===== src/hdl/tac_pkg.sv =====
// Constants, types and register map of the temperature alarm block
//
// What this block does
// - At each conversion start, sample the open-diode comparator; set status bit 2.
// - With the alarm function enabled, a set open flag pulls the alarm low.
// - Alarm is maskable; only limit violations and the open fault drive it.
// - Fail-safe output ignores every alarm mask and follows its comparison.
// - Alarm asserts for temperature above high limit or at/below low limit.
// - Alarm releases on alert response read, condition gone, status cleared.
// - Fail-safe output low while either channel is above its fail-safe limit.
// - Fail-safe releases alone once temperature falls to limit minus hysteresis.
// - Hysteresis resets to ten degrees, unsigned whole degrees, reprogrammable.
// - Shared pin selects either maskable alarm or second fail-safe output.
// - Second fail-safe goes low above high limits, unmaskable, self-releasing.
// - Hysteresis also sets second fail-safe release point against high limits.
// - Both channels feed both fail-safe comparisons; either one asserts.
// - Signed offset is added to the remote result before storing and comparing.
// - Alert response read answers own 7-bit address with LSB one appended.
// - Writing limits re-evaluates stored values and may raise the alarm.
package tac_pkg;

    typedef logic [7:0] tac_byte_t;

    typedef struct packed {
        tac_byte_t high;
        tac_byte_t low;
        tac_byte_t fs;
    } tac_lim_t;

    typedef struct packed {
        logic high;
        logic low;
        logic fs;
        logic fs2;
    } tac_cmp_t;

    // Register byte offsets
    localparam logic [7:0] TAC_OFF_CTRL = 8'h00;
    localparam logic [7:0] TAC_OFF_STATUS = 8'h04;
    localparam logic [7:0] TAC_OFF_IRQ_MASK = 8'h08;
    localparam logic [7:0] TAC_OFF_LOC_HIGH = 8'h0C;
    localparam logic [7:0] TAC_OFF_LOC_LOW = 8'h10;
    localparam logic [7:0] TAC_OFF_LOC_FS = 8'h14;
    localparam logic [7:0] TAC_OFF_REM_HIGH = 8'h18;
    localparam logic [7:0] TAC_OFF_REM_LOW = 8'h1C;
    localparam logic [7:0] TAC_OFF_REM_FS = 8'h20;
    localparam logic [7:0] TAC_OFF_HYST = 8'h24;
    localparam logic [7:0] TAC_OFF_OFFSET = 8'h28;
    localparam logic [7:0] TAC_OFF_LOC_VAL = 8'h2C;
    localparam logic [7:0] TAC_OFF_REM_VAL = 8'h30;

    // Control fields
    localparam int TAC_CTRL_MASK_BIT = 0;
    localparam int TAC_CTRL_PIN_MODE_BIT = 1;

    // Status fields, one layout for status and interrupt mask
    localparam int TAC_ST_W = 7;
    localparam int TAC_ST_LOC_FS = 0;
    localparam int TAC_ST_REM_FS = 1;
    localparam int TAC_ST_OPEN = 2;
    localparam int TAC_ST_REM_LOW = 3;
    localparam int TAC_ST_REM_HIGH = 4;
    localparam int TAC_ST_LOC_LOW = 5;
    localparam int TAC_ST_LOC_HIGH = 6;
    localparam logic [6:0] TAC_ST_ALARM_SRC = 7'h7C;

    // Reset values
    localparam logic [1:0] TAC_CTRL_RST = 2'h0;
    localparam logic [6:0] TAC_MASK_RST = 7'h00;
    localparam tac_byte_t TAC_HIGH_RST = 8'h55;
    localparam tac_byte_t TAC_LOW_RST = 8'h00;
    localparam tac_byte_t TAC_FS_RST = 8'h55;
    localparam tac_byte_t TAC_HYST_RST = 8'h0A;
    localparam tac_byte_t TAC_OFFSET_RST = 8'h00;

    // Own bus address, arbitrary value
    localparam logic [6:0] TAC_DEV_ADDR = 7'h2A;

endpackage


===== src/hdl/tac_alarm_top.sv =====
// Alarm, fail-safe and interrupt logic of the two-channel temperature monitor
`timescale 1ns/1ps
module tac_alarm_top (
    input wire logic hclk,
    input wire logic hresetn,
    input wire logic hsel,
    input wire logic [31:0] haddr,
    input wire logic [1:0] htrans,
    input wire logic hwrite,
    input wire logic [2:0] hsize,
    input wire logic [31:0] hwdata,
    input wire logic hready,
    output logic hreadyout,
    output logic hresp,
    output logic [31:0] hrdata,
    input wire logic conv_start,
    input wire tac_pkg::tac_byte_t local_result,
    input wire logic local_valid,
    input wire tac_pkg::tac_byte_t remote_raw,
    input wire logic remote_valid,
    input wire logic open_cmp_pin,
    input wire logic ara_read,
    output logic ara_ack,
    output tac_pkg::tac_byte_t ara_data,
    output logic alert_shared_out_n,
    output logic alert_shared_oe_n,
    output logic failsafe_overtemp_out_n,
    output logic failsafe_overtemp_oe_n,
    output logic irq
);
    import tac_pkg::*;

    ////////////////////////////////////////////////////////////////////////////////
    // Declarations

    logic addr_ph;
    logic addr_ok;
    logic wr_pend_q;
    tac_byte_t wr_addr_q;
    logic [31:0] hrdata_q;
    logic [31:0] rd_d;
    logic wr_en;
    tac_byte_t wdat;

    logic [1:0] ctrl_q;
    logic [6:0] irq_mask_q;
    logic [6:0] status_q;
    logic [6:0] status_set;
    logic [6:0] status_clr;
    tac_lim_t lim_q [2];
    tac_byte_t hyst_q;
    tac_byte_t offset_q;
    tac_byte_t val_q [2];
    logic [1:0] eval_q;
    logic [1:0] fs_q;
    logic [1:0] fs2_q;
    tac_cmp_t cmp [2];
    logic lim_wr;

    logic signed [9:0] rem_sum;
    tac_byte_t rem_adj;

    logic open_meta_q;
    logic open_sync_q;

    logic alarm_cause;
    logic cond_live;
    logic alarm_en;
    logic alarm_q;
    logic shared_drive;

    ////////////////////////////////////////////////////////////////////////////////
    // Bus slave: zero wait state, always OKAY

    assign hreadyout = 1'b1;
    assign hresp = 1'b0;
    assign hrdata = hrdata_q;

    // Only word transfers are issued, so hsize needs no lane steering
    assign addr_ph = hsel && hready && htrans[1];
    assign addr_ok = haddr[31:8] == 24'h000000;
    assign wr_en = wr_pend_q;
    assign wdat = hwdata[7:0];

    always_ff @(posedge hclk or negedge hresetn) begin
        if (!hresetn) begin
            wr_pend_q <= 1'b0;
            wr_addr_q <= 8'h00;
        end else begin
            wr_pend_q <= addr_ph && hwrite && addr_ok && (hsize == 3'h2);
            if (addr_ph) begin
                wr_addr_q <= haddr[7:0];
            end
        end
    end

    // Read data is picked in the address phase so it stands from a flop
    always_comb begin
        rd_d = 32'h00000000;
        if (addr_ok) begin
            unique case (haddr[7:0])
                TAC_OFF_CTRL: rd_d = {30'h00000000, ctrl_q};
                TAC_OFF_STATUS: rd_d = {25'h0000000, status_q};
                TAC_OFF_IRQ_MASK: rd_d = {25'h0000000, irq_mask_q};
                TAC_OFF_LOC_HIGH: rd_d = {24'h000000, lim_q[0].high};
                TAC_OFF_LOC_LOW: rd_d = {24'h000000, lim_q[0].low};
                TAC_OFF_LOC_FS: rd_d = {24'h000000, lim_q[0].fs};
                TAC_OFF_REM_HIGH: rd_d = {24'h000000, lim_q[1].high};
                TAC_OFF_REM_LOW: rd_d = {24'h000000, lim_q[1].low};
                TAC_OFF_REM_FS: rd_d = {24'h000000, lim_q[1].fs};
                TAC_OFF_HYST: rd_d = {24'h000000, hyst_q};
                TAC_OFF_OFFSET: rd_d = {24'h000000, offset_q};
                TAC_OFF_LOC_VAL: rd_d = {24'h000000, val_q[0]};
                TAC_OFF_REM_VAL: rd_d = {24'h000000, val_q[1]};
                default: rd_d = 32'h00000000;
            endcase
        end
    end

    always_ff @(posedge hclk or negedge hresetn) begin
        if (!hresetn) begin
            hrdata_q <= 32'h00000000;
        end else if (addr_ph && !hwrite) begin
            hrdata_q <= rd_d;
        end
    end

    ////////////////////////////////////////////////////////////////////////////////
    // Configuration registers

    always_ff @(posedge hclk or negedge hresetn) begin
        if (!hresetn) begin
            ctrl_q <= TAC_CTRL_RST;
            irq_mask_q <= TAC_MASK_RST;
            hyst_q <= TAC_HYST_RST;
            offset_q <= TAC_OFFSET_RST;
        end else if (wr_en) begin
            unique case (wr_addr_q)
                TAC_OFF_CTRL: ctrl_q <= wdat[1:0];
                TAC_OFF_IRQ_MASK: irq_mask_q <= wdat[6:0];
                TAC_OFF_HYST: hyst_q <= wdat;
                TAC_OFF_OFFSET: offset_q <= wdat;
                default: ;
            endcase
        end
    end

    // No check against the high limits; ordering is left to software
    always_ff @(posedge hclk or negedge hresetn) begin
        if (!hresetn) begin
            for (int c = 0; c < 2; c++) begin
                lim_q[c] <= '{high: TAC_HIGH_RST, low: TAC_LOW_RST, fs: TAC_FS_RST};
            end
        end else if (wr_en) begin
            unique case (wr_addr_q)
                TAC_OFF_LOC_HIGH: lim_q[0].high <= wdat;
                TAC_OFF_LOC_LOW: lim_q[0].low <= wdat;
                TAC_OFF_LOC_FS: lim_q[0].fs <= wdat;
                TAC_OFF_REM_HIGH: lim_q[1].high <= wdat;
                TAC_OFF_REM_LOW: lim_q[1].low <= wdat;
                TAC_OFF_REM_FS: lim_q[1].fs <= wdat;
                default: ;
            endcase
        end
    end

    // Any limit or hysteresis write re-runs both comparisons
    assign lim_wr = wr_en && (wr_addr_q >= TAC_OFF_LOC_HIGH) && (wr_addr_q <= TAC_OFF_HYST);

    ////////////////////////////////////////////////////////////////////////////////
    // Value registers with remote calibration offset

    // Offset is signed; result saturates instead of wrapping
    assign rem_sum = $signed({2'b00, remote_raw}) + $signed({{2{offset_q[7]}}, offset_q});
    assign rem_adj = (rem_sum < 0) ? 8'h00 : (rem_sum > 10'sd255) ? 8'hFF : rem_sum[7:0];

    always_ff @(posedge hclk or negedge hresetn) begin
        if (!hresetn) begin
            val_q[0] <= 8'h00;
            val_q[1] <= 8'h00;
        end else begin
            if (local_valid) begin
                val_q[0] <= local_result;
            end
            if (remote_valid) begin
                val_q[1] <= rem_adj;
            end
        end
    end

    // Compare one cycle after the store, against the limits of that moment
    always_ff @(posedge hclk or negedge hresetn) begin
        if (!hresetn) begin
            eval_q <= 2'h0;
        end else begin
            eval_q[0] <= local_valid || lim_wr;
            eval_q[1] <= remote_valid || lim_wr;
        end
    end

    ////////////////////////////////////////////////////////////////////////////////
    // Per-channel comparison and fail-safe state

    genvar gc;
    generate
        for (gc = 0; gc < 2; gc++) begin : g_chan
            tac_chan_cmp u_cmp (
                .value(val_q[gc]),
                .lim(lim_q[gc]),
                .hyst(hyst_q),
                .fs_act(fs_q[gc]),
                .fs2_act(fs2_q[gc]),
                .res(cmp[gc])
            );

            always_ff @(posedge hclk or negedge hresetn) begin
                if (!hresetn) begin
                    fs_q[gc] <= 1'b0;
                    fs2_q[gc] <= 1'b0;
                end else if (eval_q[gc]) begin
                    fs_q[gc] <= cmp[gc].fs;
                    fs2_q[gc] <= cmp[gc].fs2;
                end
            end
        end
    endgenerate

    ////////////////////////////////////////////////////////////////////////////////
    // Open-diode comparator

    // Analog comparator is asynchronous to hclk
    always_ff @(posedge hclk or negedge hresetn) begin
        if (!hresetn) begin
            open_meta_q <= 1'b0;
            open_sync_q <= 1'b0;
        end else begin
            open_meta_q <= open_cmp_pin;
            open_sync_q <= open_meta_q;
        end
    end

    ////////////////////////////////////////////////////////////////////////////////
    // Status register, write one to clear, set wins

    always_comb begin
        status_set = 7'h00;
        status_set[TAC_ST_OPEN] = conv_start && open_sync_q;
        if (eval_q[0]) begin
            status_set[TAC_ST_LOC_HIGH] = cmp[0].high;
            status_set[TAC_ST_LOC_LOW] = cmp[0].low;
            status_set[TAC_ST_LOC_FS] = cmp[0].fs;
        end
        if (eval_q[1]) begin
            status_set[TAC_ST_REM_HIGH] = cmp[1].high;
            status_set[TAC_ST_REM_LOW] = cmp[1].low;
            status_set[TAC_ST_REM_FS] = cmp[1].fs;
        end
    end

    assign status_clr = (wr_en && wr_addr_q == TAC_OFF_STATUS) ? wdat[6:0] : 7'h00;

    always_ff @(posedge hclk or negedge hresetn) begin
        if (!hresetn) begin
            status_q <= 7'h00;
        end else begin
            status_q <= (status_q & ~status_clr) | status_set;
        end
    end

    always_ff @(posedge hclk or negedge hresetn) begin
        if (!hresetn) begin
            irq <= 1'b0;
        end else begin
            irq <= |(status_q & irq_mask_q);
        end
    end

    ////////////////////////////////////////////////////////////////////////////////
    // Alarm and alert response

    // Fail-safe flags are kept out of the alarm sources
    assign alarm_cause = |(status_q & TAC_ST_ALARM_SRC) && !ctrl_q[TAC_CTRL_MASK_BIT];
    assign cond_live = cmp[0].high || cmp[0].low || cmp[1].high || cmp[1].low || open_sync_q;
    assign alarm_en = !ctrl_q[TAC_CTRL_PIN_MODE_BIT];

    tac_ara_resp u_ara (
        .hclk(hclk),
        .hresetn(hresetn),
        .cause(alarm_cause),
        .cond_live(cond_live),
        .enable(alarm_en),
        .ara_read(ara_read),
        .alarm_q(alarm_q),
        .ara_ack_q(ara_ack),
        .ara_data_q(ara_data)
    );

    ////////////////////////////////////////////////////////////////////////////////
    // Open-drain pins: output low, enable low while pulling

    assign shared_drive = alarm_en ? alarm_q : (|fs2_q);

    always_ff @(posedge hclk or negedge hresetn) begin
        if (!hresetn) begin
            alert_shared_out_n <= 1'b0;
            alert_shared_oe_n <= 1'b1;
            failsafe_overtemp_out_n <= 1'b0;
            failsafe_overtemp_oe_n <= 1'b1;
        end else begin
            alert_shared_out_n <= 1'b0;
            alert_shared_oe_n <= !shared_drive;
            failsafe_overtemp_out_n <= 1'b0;
            // No mask term reaches the fail-safe pin
            failsafe_overtemp_oe_n <= !(|fs_q);
        end
    end

endmodule


===== src/hdl/tac_chan_cmp.sv =====
// Limit comparison of one temperature channel
`timescale 1ns/1ps
module tac_chan_cmp (
    input wire tac_pkg::tac_byte_t value,
    input wire tac_pkg::tac_lim_t lim,
    input wire tac_pkg::tac_byte_t hyst,
    input wire logic fs_act,
    input wire logic fs2_act,
    output tac_pkg::tac_cmp_t res
);
    import tac_pkg::*;

    logic signed [9:0] val_s;
    logic signed [9:0] fs_rel;
    logic signed [9:0] hi_rel;

    // Signed room so a hysteresis above the limit cannot wrap
    assign val_s = $signed({2'b00, value});
    assign fs_rel = $signed({2'b00, lim.fs}) - $signed({2'b00, hyst});
    assign hi_rel = $signed({2'b00, lim.high}) - $signed({2'b00, hyst});

    always_comb begin
        res.high = value > lim.high;
        // At or below the low limit
        res.low = value <= lim.low;
        res.fs = fs_act ? (val_s > fs_rel) : (value > lim.fs);
        res.fs2 = fs2_act ? (val_s > hi_rel) : (value > lim.high);
    end

endmodule


===== src/hdl/tac_ara_resp.sv =====
// Alarm latch and alert response answer
`timescale 1ns/1ps
module tac_ara_resp (
    input wire logic hclk,
    input wire logic hresetn,
    input wire logic cause,
    input wire logic cond_live,
    input wire logic enable,
    input wire logic ara_read,
    output logic alarm_q,
    output logic ara_ack_q,
    output tac_pkg::tac_byte_t ara_data_q
);
    import tac_pkg::*;

    logic release_ok;

    // Release needs the service read, a cleared status and no live cause
    assign release_ok = ara_read && !cause && !cond_live;

    always_ff @(posedge hclk or negedge hresetn) begin
        if (!hresetn) begin
            alarm_q <= 1'b0;
        end else if (cause && enable) begin
            alarm_q <= 1'b1;
        end else if (release_ok || !enable) begin
            alarm_q <= 1'b0;
        end
    end

    always_ff @(posedge hclk or negedge hresetn) begin
        if (!hresetn) begin
            ara_ack_q <= 1'b0;
            ara_data_q <= 8'h00;
        end else begin
            ara_ack_q <= ara_read && alarm_q && enable;
            if (ara_read && alarm_q && enable) begin
                ara_data_q <= {TAC_DEV_ADDR, 1'b1};
            end
        end
    end

endmodule


===== config.mk =====
export PLATFORM = sky130hd
export DESIGN_NAME = tac_alarm_top
export DESIGN_NICKNAME = d
export VERILOG_FILES = /design/src/hdl/tac_pkg.sv /design/src/hdl/tac_alarm_top.sv /design/src/hdl/tac_chan_cmp.sv /design/src/hdl/tac_ara_resp.sv
export SDC_FILE = /design/constraint.sdc
export NUM_CORES = 1
export LEC_CHECK = 0
export BUFFER_PORTS_ARGS = -buffer_cell sky130_fd_sc_hd__buf_4
export CORE_MARGIN = 8
export CORE_UTILIZATION = 44
export CTS_CLUSTER_DIAMETER = 200
export DETAILED_ROUTE_END_ITERATION = 8
export HOLD_SLACK_MARGIN = 0.02
export PLACE_DENSITY = 0.76
export SLEW_MARGIN = 0
export SYNTH_ARGS = -nofsm -noshare
export SYNTH_HDL_FRONTEND = slang
export SYNTH_SLANG_ARGS = --single-unit

===== constraint.sdc =====
create_clock -name hclk -period 4 [get_ports hclk]
set_input_delay 0.8 -clock hclk [delete_from_list [all_inputs] [get_ports hclk]]
set_output_delay 0.8 -clock hclk [all_outputs]
set_load 0.02 [all_outputs]

==> tab_implementation.tex, run 1 <==
\begin{tabular}{lr}
\hline
Metric & Value \\
\hline
\multicolumn{2}{l}{\textbf{STA}} \\
RSZ-0062 raised after global routing & no \\
Final critical-path share of the clock period & 91.53\% \\
Clock skew & 14.26 ps \\
Slew at the pin with the worst max-slew slack & 1136 ps \\
Final Hold Vio Count & 0 \\
Count of final setup violators & 0 \\
Slew Limit Fails & 0 \\
Minimum clock period after layout & 3661 ps \\
Final TNS setup & 0 ps \\
Slew Limit Headroom & 23.98\% \\
Max frequency & 273.1 MHz \\
\multicolumn{2}{l}{\textbf{Floorplan}} \\
Horizontal die dimension & 164.1 um \\
Site row count & 54 \\
Number of top-level pins & 143 \\
Core footprint & 21690 um\^{}2 \\
Starting density of the core & 44.52\% \\
Die Span Y & 164.1 um \\
Die outline area & 26940 um\^{}2 \\
\multicolumn{2}{l}{\textbf{Yosys}} \\
Synth Area per Inst & 9.365 um\^{}2 \\
Most used DFF post-synth & dfrtp\_1 \\
Cell types with the largest area share after synthesis & dfrtp\_1, ha\_1, mux2\_2 \\
Area of the mapped netlist & 9656 um\^{}2 \\
Sequential-to-total area share from yosys stat & 33.17\% \\
Count of cell types in the netlist & 72 \\
Count of state elements after synthesis & 127 \\
Count of yosys warnings during synthesis & 0 \\
Library cell with the largest summed area after synthesis & dfrtp\_1 \\
Number of enable flip-flop cells after synthesis & 0 \\
Top cell type's share of synthesized area & 27.73\% \\
Cell with the most instances after synthesis & ha\_1 \\
Gate Count Post-Synth & 1031 \\
Most frequent cells after synthesis & ha\_1, dfrtp\_1, inv\_1 \\
Async set or reset register ratio after synthesis & 100.0\% \\
\multicolumn{2}{l}{\textbf{Worst setup path}} \\
Startpoint kind of the worst setup timing path & flip-flop \\
R2r setup slk & 340 ps \\
CP max FO & 6 \\
Required time reported for the critical path endpoint & 4300 ps \\
WP data arrival & 3960 ps \\
CP startpoint & hyst\_q[1] \\
CP endpoint kind & flip-flop \\
Launch point of the worst reg-to-reg path & hyst\_q[1] \\
R2r worst-path depth & 14 \\
Critical path class & reg -> reg \\
Capture instance of the worst register-to-register path & status\_q[0] \\
\multicolumn{2}{l}{\textbf{Global route}} \\
Maximum number of pins on one net before global-route repair & 64 \\
Global-route usage over all layers & 22.47\% \\
Number of antenna violations at the first check in global routing & 2 \\
Overflow left after global routing & 0 \\
Number of global-route vias before repair & 8283 \\
First-pass GRT wire length & 46080 um \\
\multicolumn{2}{l}{\textbf{Drt}} \\
Starting DRT DRC Count & 799 \\
Routed vias & 8330 \\
Total Wirelength & 29780 um \\
DRC viols & 0 \\
Wire length per cell & 21.23 um \\
Vias per cell & 5.937 \\
Antenna violation net count after detailed routing & 0 \\
Detailed Routing Iterations Pass 1 & 9 \\
\multicolumn{2}{l}{\textbf{Clock network}} \\
Number of hold-repair buffers added at the cts stage & 0 \\
Maximum clock path buffer count & 2 \\
Clock tree root buffer cell & clkbuf\_16 \\
Resize count post-CTS & 0 \\
Number of sinks driven by the clock tree & 127 \\
Clk slew on worst S/H paths & 60 ps \\
Max H-tree Level & 4 \\
Post-CTS setup repair buffer count & 0 \\
Total clock buffers created by CTS & 17 \\
Clock tree from TritonCTS & yes \\
Insertion delay of the later-clocked pin in the worst-skew pair & 430 ps \\
\multicolumn{2}{l}{\textbf{Hold path}} \\
Kind of path behind the tightest hold check & in -> async \\
\multicolumn{2}{l}{\textbf{Finish}} \\
Total of fill cells in the finished design & 1958 \\
Finished Cell Area & 11000 um\^{}2 \\
Finished Core Util & 50.73\% \\
Area Overhead vs Synth & 13.94\% \\
Fraction of layout instances using a drive strength above 1 & 19.45\% \\
Nets@finish & 1329 \\
\multicolumn{2}{l}{\textbf{Power}} \\
Static leakage & 5.176 nW \\
Maximum ir drop on the vdd rail & 278.0 uV \\
Pwr per Cell Area & 357.7 nW/um\^{}2 \\
\multicolumn{2}{l}{\textbf{Flow run}} \\
Maximum capacitance violations & 0 \\
\multicolumn{2}{l}{\textbf{Placed design}} \\
Placed wire-length estimate & 22320 um \\
Placed standard-cell area & 10410 um\^{}2 \\
Number of buffers added on ports & 85 \\
Placer's final routability congestion estimate & 0.9599 \\
\multicolumn{2}{l}{\textbf{Status}} \\
Status & completed \\
\hline
\end{tabular}
worst max-delay path: stages (launching register included):
cell and delay (ps):
dfstp_2 520, inv_1 170, ha_1 340, nor2b_1 130, o21ai_0 240, a21boi_0 170
o21a_1 220, mux2i_1 120, or4_1 540, ha_1 300, a211oi_1 260, nand2_1 70
o21ai_0 190, o21a_1 180, o21ai_0 90
per-layer routing:
metal,vias up,track usage [%],wire length (um)
met5,-,0,0
met3,81,5.464,2959
met4,0,10.17,1189
li1,3813,-,-
met1,4032,28.58,11900
met2,404,35.54,13730
sequential cells by signal, indices dropped and copies added, names as in the netlist, 2 cells and up:
register / count
status_q: 7
wr_addr_q: 8
fs_q: 2
offset_q: 8
hrdata: 8
hyst_q: 8
eval_q: 2
ctrl_q: 2
irq_mask_q: 7
val_q: 16
lim_q: 48
fs2_q: 2
where the power goes:
group          internal (mW)  switching (mW)
Clock                  0.928           0.635
Combinational          0.378           0.482
Sequential              1.37           0.144
Total                   2.67            1.26
stage by stage:
stage	instances	total power, mW	setup slack (ps)	hold WS, ps
after floorplan	1061	2.082	725.4	331.2
after global placement	1369	2.339	502.2	335.4
after detailed placement	1369	2.377	388.0	334.7
after CTS	1401	3.941	366.7	269.1
after global routing	1403	4.132	89.42	279.1
final	1403	3.936	338.7	272.0
cells in the final DEF (no fill, tap or decap), drive strengths merged, types with 6 or more instances in the layout:
cell    count
a21boi      9
ha        121
nand2b     20
nand4      18
nor2       34
a21o       14
o21ai      83
buf        91
mux2       61
nand3      13
o211ai      9
dfrtp     107
a22oi      10
nor4       12
nand2      88
o22ai      16
dfstp      20
a22o        6
xor2        7
nor2b      17
conb       32
a211oi      7
clkbuf     18
inv       104
o21a        6
a21oi      66
xnor2      17
nor3       14
mux2i      13
cell type report:
type                            count  area, um^2  share of cell area (%)
Tap cell                          280       350.3                   3.184
Sequential cell                   127        3203                   29.11
Timing Repair Buffer               91       695.7                   6.323
Multi-Input combinational cell    772        5788                   52.61
Antenna cell                        2       5.005                 0.04549
Clock inverter                     14       158.9                   1.444
Clock buffer                       18       429.2                   3.901
Inverter                           99       371.6                   3.378
logic make-up (layout without fill, tap and decap cells):
family          Yosys count  in the layout  synth area share (%)
other cells               2             34               0.07778
compound gates          261            261                 16.76
fa+ha+maj               126            126                 16.72
buf+inv                 162            222                 8.047
simple gates            250            250                 13.43
xor+xnor                 24             24                 2.177
mux                      79             79                 9.628
flops                   127            127                 33.17
how the worst max path moves through the flow:
stage | to | slack [ps] | depth (start not counted)
3_5_place_dp | status_q[0] | 390 | 14
5_1_grt | status_q[1] | 90 | 14
4_1_cts | status_q[0] | 370 | 14
6_report | status_q[0] | 340 | 14
2_1_floorplan | status_q[0] | 730 | 14
3_3_place_gp | status_q[0] | 500 | 14
Note: power is estimated with default switching activity, not from simulation.
==> inputs of run 2 (changes only) <==
==> constraint.sdc (replaced) <==
create_clock -name hclk -period 4 [get_ports hclk]
set_input_delay 0.4 -clock hclk [delete_from_list [all_inputs] [get_ports hclk]]
set_output_delay 0.4 -clock hclk [all_outputs]
set_load 0.02 [all_outputs]
==> tab_implementation.tex, run 2 (synthesized netlist as in run 1, its figures left out) <==
\begin{tabular}{lr}
\hline
Metric & Value \\
\hline
\multicolumn{2}{l}{\textbf{Status}} \\
Status & completed (unchanged) \\
\multicolumn{2}{l}{\textbf{Worst setup path}} \\
Most used cell along the critical path & o21ai\_0 (unchanged) \\
R2r worst-path depth & 14 (unchanged) \\
Cell with the largest stage delay on the worst path & dfstp\_2 (was or4\_1) \\
CP max FO & 7 (was 6) \\
Critical path's largest stage delay & 530 ps (was 540 ps) \\
Startpoint kind of the worst setup timing path & flip-flop (unchanged) \\
CP bufs+invs & 1 (unchanged) \\
CP Cell Sequence & inv\_1 -> ha\_1 -> nor2b\_1 -> o21ai\_0 -> a21boi\_0 -> o21a\_1 -> mux2i\_1 -> or4\_1 -> ha\_1 -> a211oi\_1 -> nand2\_1 -> o21ai\_0 -> o21a\_1 -> o21ai\_0 (unchanged) \\
CP startpoint & hyst\_q[1] (unchanged) \\
Critical path class & reg -> reg (unchanged) \\
Capture instance of the worst register-to-register path & status\_q[0] (unchanged) \\
WP data arrival & 4000 ps (was 3960 ps) \\
Required time reported for the critical path endpoint & 4310 ps (was 4300 ps) \\
R2r setup slk & 310 ps (was 340 ps) \\
Largest delay share family, worst path & compound AO/OA/AOI/OAI gates (unchanged) \\
CP endpoint kind & flip-flop (unchanged) \\
Launch point of the worst reg-to-reg path & hyst\_q[1] (unchanged) \\
\multicolumn{2}{l}{\textbf{Global route}} \\
Number of antenna violations at the first check in global routing & 1 (was 2) \\
Global-route usage over all layers & 22.62\% (was 22.47\%) \\
Number of global-route vias before repair & 8362 (was 8283) \\
First-pass GRT wire length & 46490 um (was 46080 um) \\
Maximum number of pins on one net before global-route repair & 72 (was 64) \\
Overflow left after global routing & 0 (unchanged) \\
\multicolumn{2}{l}{\textbf{Placed design}} \\
Placed wire-length estimate & 22400 um (was 22320 um) \\
Number of buffers added on ports & 85 (unchanged) \\
Placer's final routability congestion estimate & 0.9489 (was 0.9599) \\
\multicolumn{2}{l}{\textbf{Clock network}} \\
Maximum clock path buffer count & 2 (unchanged) \\
Max H-tree Level & 4 (unchanged) \\
Clock tree root buffer cell & clkbuf\_16 (unchanged) \\
Post-CTS setup repair buffer count & 0 (unchanged) \\
Clk slew on worst S/H paths & 60 ps (about the same) \\
Insertion delay of the later-clocked pin in the worst-skew pair & 420 ps (was 430 ps) \\
Total clock buffers created by CTS & 17 (unchanged) \\
Clock tree from TritonCTS & yes (unchanged) \\
Resize count post-CTS & 0 (unchanged) \\
Number of sinks driven by the clock tree & 127 (unchanged) \\
Number of hold-repair buffers added at the cts stage & 0 (unchanged) \\
\multicolumn{2}{l}{\textbf{Finish}} \\
Top reg by flops & lim\_q (unchanged) \\
Leading cell type in the layout, fill and taps excluded & ha\_1 (unchanged) \\
Nets@finish & 1328 (was 1329) \\
Most frequent cells in the layout & ha\_1, dfrtp\_1, inv\_1, buf\_4, nand2\_1 (unchanged) \\
Area Overhead vs Synth & 14.03\% (was 13.94\%) \\
Number of flip-flops under the largest register name & 48 (unchanged) \\
Fraction of layout instances using a drive strength above 1 & 19.38\% (was 19.45\%) \\
Biggest registers after layout & lim\_q x48, val\_q x16 (unchanged) \\
\multicolumn{2}{l}{\textbf{Drt}} \\
Wire length per cell & 21.50 um (was 21.23 um) \\
DRC viols & 0 (unchanged) \\
Routed vias & 8239 (was 8330) \\
Routed metal-1 wire length & 12420 um (was 11900 um) \\
Vias per cell & 5.881 (was 5.937) \\
Detailed Routing Iterations Pass 1 & 5 (was 9) \\
Antenna violation net count after detailed routing & 0 (unchanged) \\
Top layer in use & met4 (unchanged) \\
Routed wl met3 & 2704 um (was 2959 um) \\
Starting DRT DRC Count & 782 (was 799) \\
Total Wirelength & 30120 um (was 29780 um) \\
Met2 wire length & 13640 um (was 13730 um) \\
\multicolumn{2}{l}{\textbf{Floorplan}} \\
Horizontal die dimension & 164.1 um (unchanged) \\
Site row count & 54 (unchanged) \\
Core footprint & 21690 um\^{}2 (unchanged) \\
Die Span Y & 164.1 um (unchanged) \\
Die outline area & 26940 um\^{}2 (unchanged) \\
Number of top-level pins & 143 (unchanged) \\
Starting density of the core & 44.52\% (unchanged) \\
\multicolumn{2}{l}{\textbf{STA}} \\
Final TNS setup & 0 ps (unchanged) \\
Slew Limit Fails & 0 (unchanged) \\
Worst hold margin & 87.19 ps (was 272.0 ps) \\
Slew Limit Headroom & 25.60\% (was 23.98\%) \\
RSZ-0062 raised after global routing & no (unchanged) \\
Slew at the pin with the worst max-slew slack & 1112 ps (was 1136 ps) \\
Final Hold Vio Count & 0 (unchanged) \\
Final critical-path share of the clock period & 92.31\% (was 91.53\%) \\
Count of final setup violators & 0 (unchanged) \\
Clock skew & 8.814 ps (was 14.26 ps) \\
Minimum clock period after layout & 3693 ps (was 3661 ps) \\
Max frequency & 270.8 MHz (was 273.1 MHz) \\
\multicolumn{2}{l}{\textbf{Power}} \\
Static leakage & 5.178 nW (was 5.176 nW) \\
Portion of total power attributed to sequential cells & 38.0\% (was 38.4\%) \\
Pwr per Cell Area & 361.1 nW/um\^{}2 (was 357.7 nW/um\^{}2) \\
Clock Power Share & 40.3\% (was 39.7\%) \\
Internal power consumption & 2.741 mW (was 2.674 mW) \\
Combinational share of power & 21.7\% (was 21.9\%) \\
Sw Share & 31.06\% (was 32.05\%) \\
Maximum ir drop on the vdd rail & 263.6 uV (was 278.0 uV) \\
Sw power & 1.235 mW (was 1.261 mW) \\
\multicolumn{2}{l}{\textbf{Hold path}} \\
Kind of path behind the tightest hold check & in -> reg (was in -> async) \\
Worst hold stages & 1 \\
Destination of the worst hold path & open\_meta\_q \\
Hold\_sp & open\_cmp\_pin \\
\multicolumn{2}{l}{\textbf{Flow run}} \\
Maximum capacitance violations & 0 (unchanged) \\
\hline
\end{tabular}
run 2: cell count changes in the layout (fill, tap and decap cells not counted):
cell,previous run,this run
clkinv_2,1,2
clkbuf_8,0,1
bufinv_16,2,3
diode_2,2,1
clkinvlp_4,4,5
inv_6,4,1
inv_8,1,0
buf_4,90,89
run 2: power groups by stage:
stage          logic [mW]  clock network, mW  registers [mW]
2_1_floorplan       0.617                  0            1.47
3_3_place_gp        0.816                  0            1.52
3_5_place_dp        0.844                  0            1.53
4_1_cts             0.853               1.62            1.51
5_1_grt             0.968               1.68            1.52
6_report            0.861               1.60            1.51
run 2: how the worst max path moves through the flow:
stage / end / slack (ps) / cells past startpoint
after global routing: status_q[0] / 130 / 14
final: status_q[0] / 310 / 14
after detailed placement: status_q[0] / 370 / 14
after global placement: status_q[1] / 490 / 14
after floorplan: status_q[0] / 730 / 14
after CTS: status_q[0] / 320 / 14
run 2: through the flow:
step | worst slack, ps | power [mW] | cell area [um^2] | util [%] | std cells
2_1_floorplan | 725.4 | 2.082 | 9768 | - | 1061
3_3_place_gp | 488.0 | 2.340 | 10400 | 47.96 | 1368
3_5_place_dp | 369.6 | 2.374 | 10400 | 47.96 | 1368
4_1_cts | 318.3 | 3.979 | 11010 | 50.76 | 1400
5_1_grt | 131.6 | 4.167 | 11010 | 50.77 | 1401
6_report | 307.5 | 3.976 | 11010 | 50.77 | 1401
run 2: area by class of cell:
class | count | area [um^2]
inverters | 99 | 371.6
repair buffers | 90 | 688.2
clock inverters | 13 | 163.9
flip-flops and latches | 127 | 3203
fillers | 1945 | 10680
clock buffers | 19 | 442.9
multi-input cells | 772 | 5788
well taps | 280 | 350.3
diodes | 1 | 2.502
run 2: per-layer routing:
metal	vias up	track usage, %
met3	76	5.915
met4	0	11.24
met5	-	0
met2	365	34.98
met1	3989	28.80
li1	3809	-
==> inputs of run 3 (changes only) <==
--- a/config.mk
+++ b/config.mk
@@ -12,6 +12,7 @@
 export DETAILED_ROUTE_END_ITERATION = 8
 export HOLD_SLACK_MARGIN = 0.02
 export PLACE_DENSITY = 0.76
+export RECOVER_POWER = 50
 export SLEW_MARGIN = 0
 export SYNTH_ARGS = -nofsm -noshare
 export SYNTH_HDL_FRONTEND = slang
==> tab_implementation.tex, run 3 (synthesized netlist as in run 1, its figures left out) <==
\begin{tabular}{lr}
\hline
Metric & Value \\
\hline
\multicolumn{2}{l}{\textbf{Finish}} \\
Post-route insts no fill & 1401 (unchanged) \\
Nets@finish & 1328 (unchanged) \\
Area Overhead vs Synth & 13.85\% (was 14.03\%) \\
Leading cell type in the layout, fill and taps excluded & ha\_1 (unchanged) \\
Total of fill cells in the finished design & 1948 (was 1945) \\
Top reg by flops & lim\_q (unchanged) \\
Area of combinational cells with multiple inputs & 5788 um\^{}2 (unchanged) \\
Storage cell area & 3203 um\^{}2 (unchanged) \\
Most frequent cells in the layout & ha\_1, dfrtp\_1, inv\_1, nand2\_1, buf\_4 (was ha\_1, dfrtp\_1, inv\_1, buf\_4, nand2\_1) \\
Biggest registers after layout & lim\_q x48, val\_q x16 (unchanged) \\
Number of flip-flops under the largest register name & 48 (unchanged) \\
Fraction of layout instances using a drive strength above 1 & 19.38\% (unchanged) \\
\multicolumn{2}{l}{\textbf{Global route}} \\
Global-route usage over all layers & 22.62\% (unchanged) \\
First-pass GRT wire length & 46490 um (unchanged) \\
Number of antenna violations at the first check in global routing & 1 (unchanged) \\
Overflow left after global routing & 0 (unchanged) \\
Number of global-route vias before repair & 8362 (unchanged) \\
Maximum number of pins on one net before global-route repair & 72 (unchanged) \\
\multicolumn{2}{l}{\textbf{Placed design}} \\
Number of buffers added on ports & 85 (unchanged) \\
Worst-case setup slack after placement & 369.6 ps (unchanged) \\
Placer's final routability congestion estimate & 0.9489 (unchanged) \\
Placed wire-length estimate & 22400 um (unchanged) \\
Instance count after placement with tap cells included & 1368 (unchanged) \\
\multicolumn{2}{l}{\textbf{Power}} \\
Internal power consumption & 2.739 mW (was 2.741 mW) \\
Clock Power Share & 40.4\% (was 40.3\%) \\
Maximum ir drop on the vdd rail & 264.1 uV (was 263.6 uV) \\
Pwr per Cell Area & 362.0 nW/um\^{}2 (was 361.1 nW/um\^{}2) \\
Portion of total power attributed to sequential cells & 38.0\% (about the same) \\
Static leakage & 5.171 nW (was 5.178 nW) \\
Combinational share of power & 21.6\% (was 21.7\%) \\
Total design power & 3.980 mW (was 3.976 mW) \\
Sw Share & 31.17\% (was 31.06\%) \\
Sw power & 1.240 mW (was 1.235 mW) \\
\multicolumn{2}{l}{\textbf{Clock network}} \\
Number of hold-repair buffers added at the cts stage & 0 (unchanged) \\
Clock tree from TritonCTS & yes (unchanged) \\
Clk slew on worst S/H paths & 60 ps (about the same) \\
Clock tree root buffer cell & clkbuf\_16 (unchanged) \\
Max H-tree Level & 4 (unchanged) \\
Insertion delay of the later-clocked pin in the worst-skew pair & 420 ps (about the same) \\
Number of sinks driven by the clock tree & 127 (unchanged) \\
Total clock buffers created by CTS & 17 (unchanged) \\
Resize count post-CTS & 0 (unchanged) \\
Post-CTS setup repair buffer count & 0 (unchanged) \\
Maximum clock path buffer count & 2 (unchanged) \\
\multicolumn{2}{l}{\textbf{Worst setup path}} \\
Startpoint kind of the worst setup timing path & flip-flop (unchanged) \\
WP data arrival & 4010 ps (was 4000 ps) \\
Most used cell along the critical path & o21ai\_0 (unchanged) \\
Critical path class & reg -> reg (unchanged) \\
CP max FO & 7 (unchanged) \\
Largest delay share family, worst path & compound AO/OA/AOI/OAI gates (unchanged) \\
Capture instance of the worst register-to-register path & status\_q[0] (unchanged) \\
CP endpoint kind & flip-flop (unchanged) \\
Launch point of the worst reg-to-reg path & hyst\_q[1] (unchanged) \\
R2r setup slk & 300 ps (was 310 ps) \\
CP Cell Sequence & inv\_1 -> ha\_1 -> nor2b\_1 -> o21ai\_0 -> a21boi\_0 -> o21a\_1 -> mux2i\_1 -> or4\_1 -> ha\_1 -> a211oi\_1 -> nand2\_1 -> o21ai\_0 -> o21a\_1 -> o21ai\_0 (unchanged) \\
Cell with the largest stage delay on the worst path & dfstp\_2 (unchanged) \\
R2r worst-path depth & 14 (unchanged) \\
Critical path's largest stage delay & 530 ps (about the same) \\
CP bufs+invs & 1 (unchanged) \\
Required time reported for the critical path endpoint & 4310 ps (about the same) \\
\multicolumn{2}{l}{\textbf{Floorplan}} \\
Horizontal die dimension & 164.1 um (unchanged) \\
Die outline area & 26940 um\^{}2 (unchanged) \\
Site row count & 54 (unchanged) \\
Number of top-level pins & 143 (unchanged) \\
Starting density of the core & 44.52\% (unchanged) \\
Die Span Y & 164.1 um (unchanged) \\
Core footprint & 21690 um\^{}2 (unchanged) \\
\multicolumn{2}{l}{\textbf{STA}} \\
RSZ-0062 raised after global routing & no (unchanged) \\
Final Hold Vio Count & 0 (unchanged) \\
Slew Limit Fails & 72 (was 0) \\
Clock skew & 9.606 ps (was 8.814 ps) \\
Slew at the pin with the worst max-slew slack & 1818 ps (was 1112 ps) \\
Max frequency & 269.9 MHz (was 270.8 MHz) \\
Slew Limit Headroom & -21.21\% (was 25.60\%) \\
Worst hold margin & 107.1 ps (was 87.19 ps) \\
Minimum clock period after layout & 3705 ps (was 3693 ps) \\
Worst Slack Setup Final & 295.0 ps (was 307.5 ps) \\
Count of final setup violators & 0 (unchanged) \\
Final TNS setup & 0 ps (unchanged) \\
Final critical-path share of the clock period & 92.62\% (was 92.31\%) \\
\multicolumn{2}{l}{\textbf{Hold path}} \\
Kind of path behind the tightest hold check & in -> reg (unchanged) \\
Hold\_sp & open\_cmp\_pin (unchanged) \\
Worst hold stages & 1 (unchanged) \\
Destination of the worst hold path & open\_meta\_q (unchanged) \\
\multicolumn{2}{l}{\textbf{Status}} \\
Status & finished, violations left (was completed) \\
Violations in the final reports & max-capacitance violations, max-slew violations \\
\multicolumn{2}{l}{\textbf{Drt}} \\
Starting DRT DRC Count & 799 (was 782) \\
Antenna violation net count after detailed routing & 0 (unchanged) \\
Total Wirelength & 30170 um (was 30120 um) \\
DRC viols & 0 (unchanged) \\
Detailed Routing Iterations Pass 1 & 6 (was 5) \\
Wire length per cell & 21.54 um (was 21.50 um) \\
Routed vias & 8270 (was 8239) \\
Vias per cell & 5.903 (was 5.881) \\
\multicolumn{2}{l}{\textbf{Flow run}} \\
Maximum capacitance violations & 1 (was 0) \\
\hline
\end{tabular}
## run 3: how the worst max path moves through the flow
| stage | from | end | slack [ps] | depth (start not counted) |
|---|---|---|---|---|
| floorplan | hyst_q[1] | status_q[0] | 730 | 14 |
| global placement | hyst_q[1] | status_q[1] | 490 | 14 |
| detailed placement | hyst_q[1] | status_q[0] | 370 | 14 |
| CTS | hyst_q[1] | status_q[0] | 320 | 14 |
| global route | hyst_q[1] | status_q[0] | 130 | 14 |
| finish | hyst_q[1] | status_q[0] | 300 | 14 |
## run 3: power by group through the flow
stage / Clock, mW / Combinational, mW / Sequential [mW]
2_1_floorplan: 0 / 0.617 / 1.47
3_3_place_gp: 0 / 0.816 / 1.52
3_5_place_dp: 0 / 0.844 / 1.53
4_1_cts: 1.62 / 0.853 / 1.51
5_1_grt: 1.68 / 0.966 / 1.52
6_report: 1.61 / 0.861 / 1.51
## run 3: per-layer routing
metal | global-route usage (%) | part of all wire, %
met2 | 34.98 | 45
met5 | 0 | 0
met4 | 11.24 | 4.5
met3 | 5.915 | 9.2
met1 | 28.80 | 41
## run 3: area by class of cell
cell class,instances,area share (%)
Clock inverter,13,1.491
Multi-Input combinational cell,772,52.65
Sequential cell,127,29.14
Inverter,99,3.380
Clock buffer,19,4.029
Timing Repair Buffer,90,6.101
Antenna cell,1,0.02276
Tap cell,280,3.187
## run 3: metrics by stage
stage	area [um^2]	util, %
floorplan	9768	-
global placement	10400	47.96
detailed placement	10400	47.96
CTS	11010	50.76
global route	10990	50.69
finish	10990	50.69
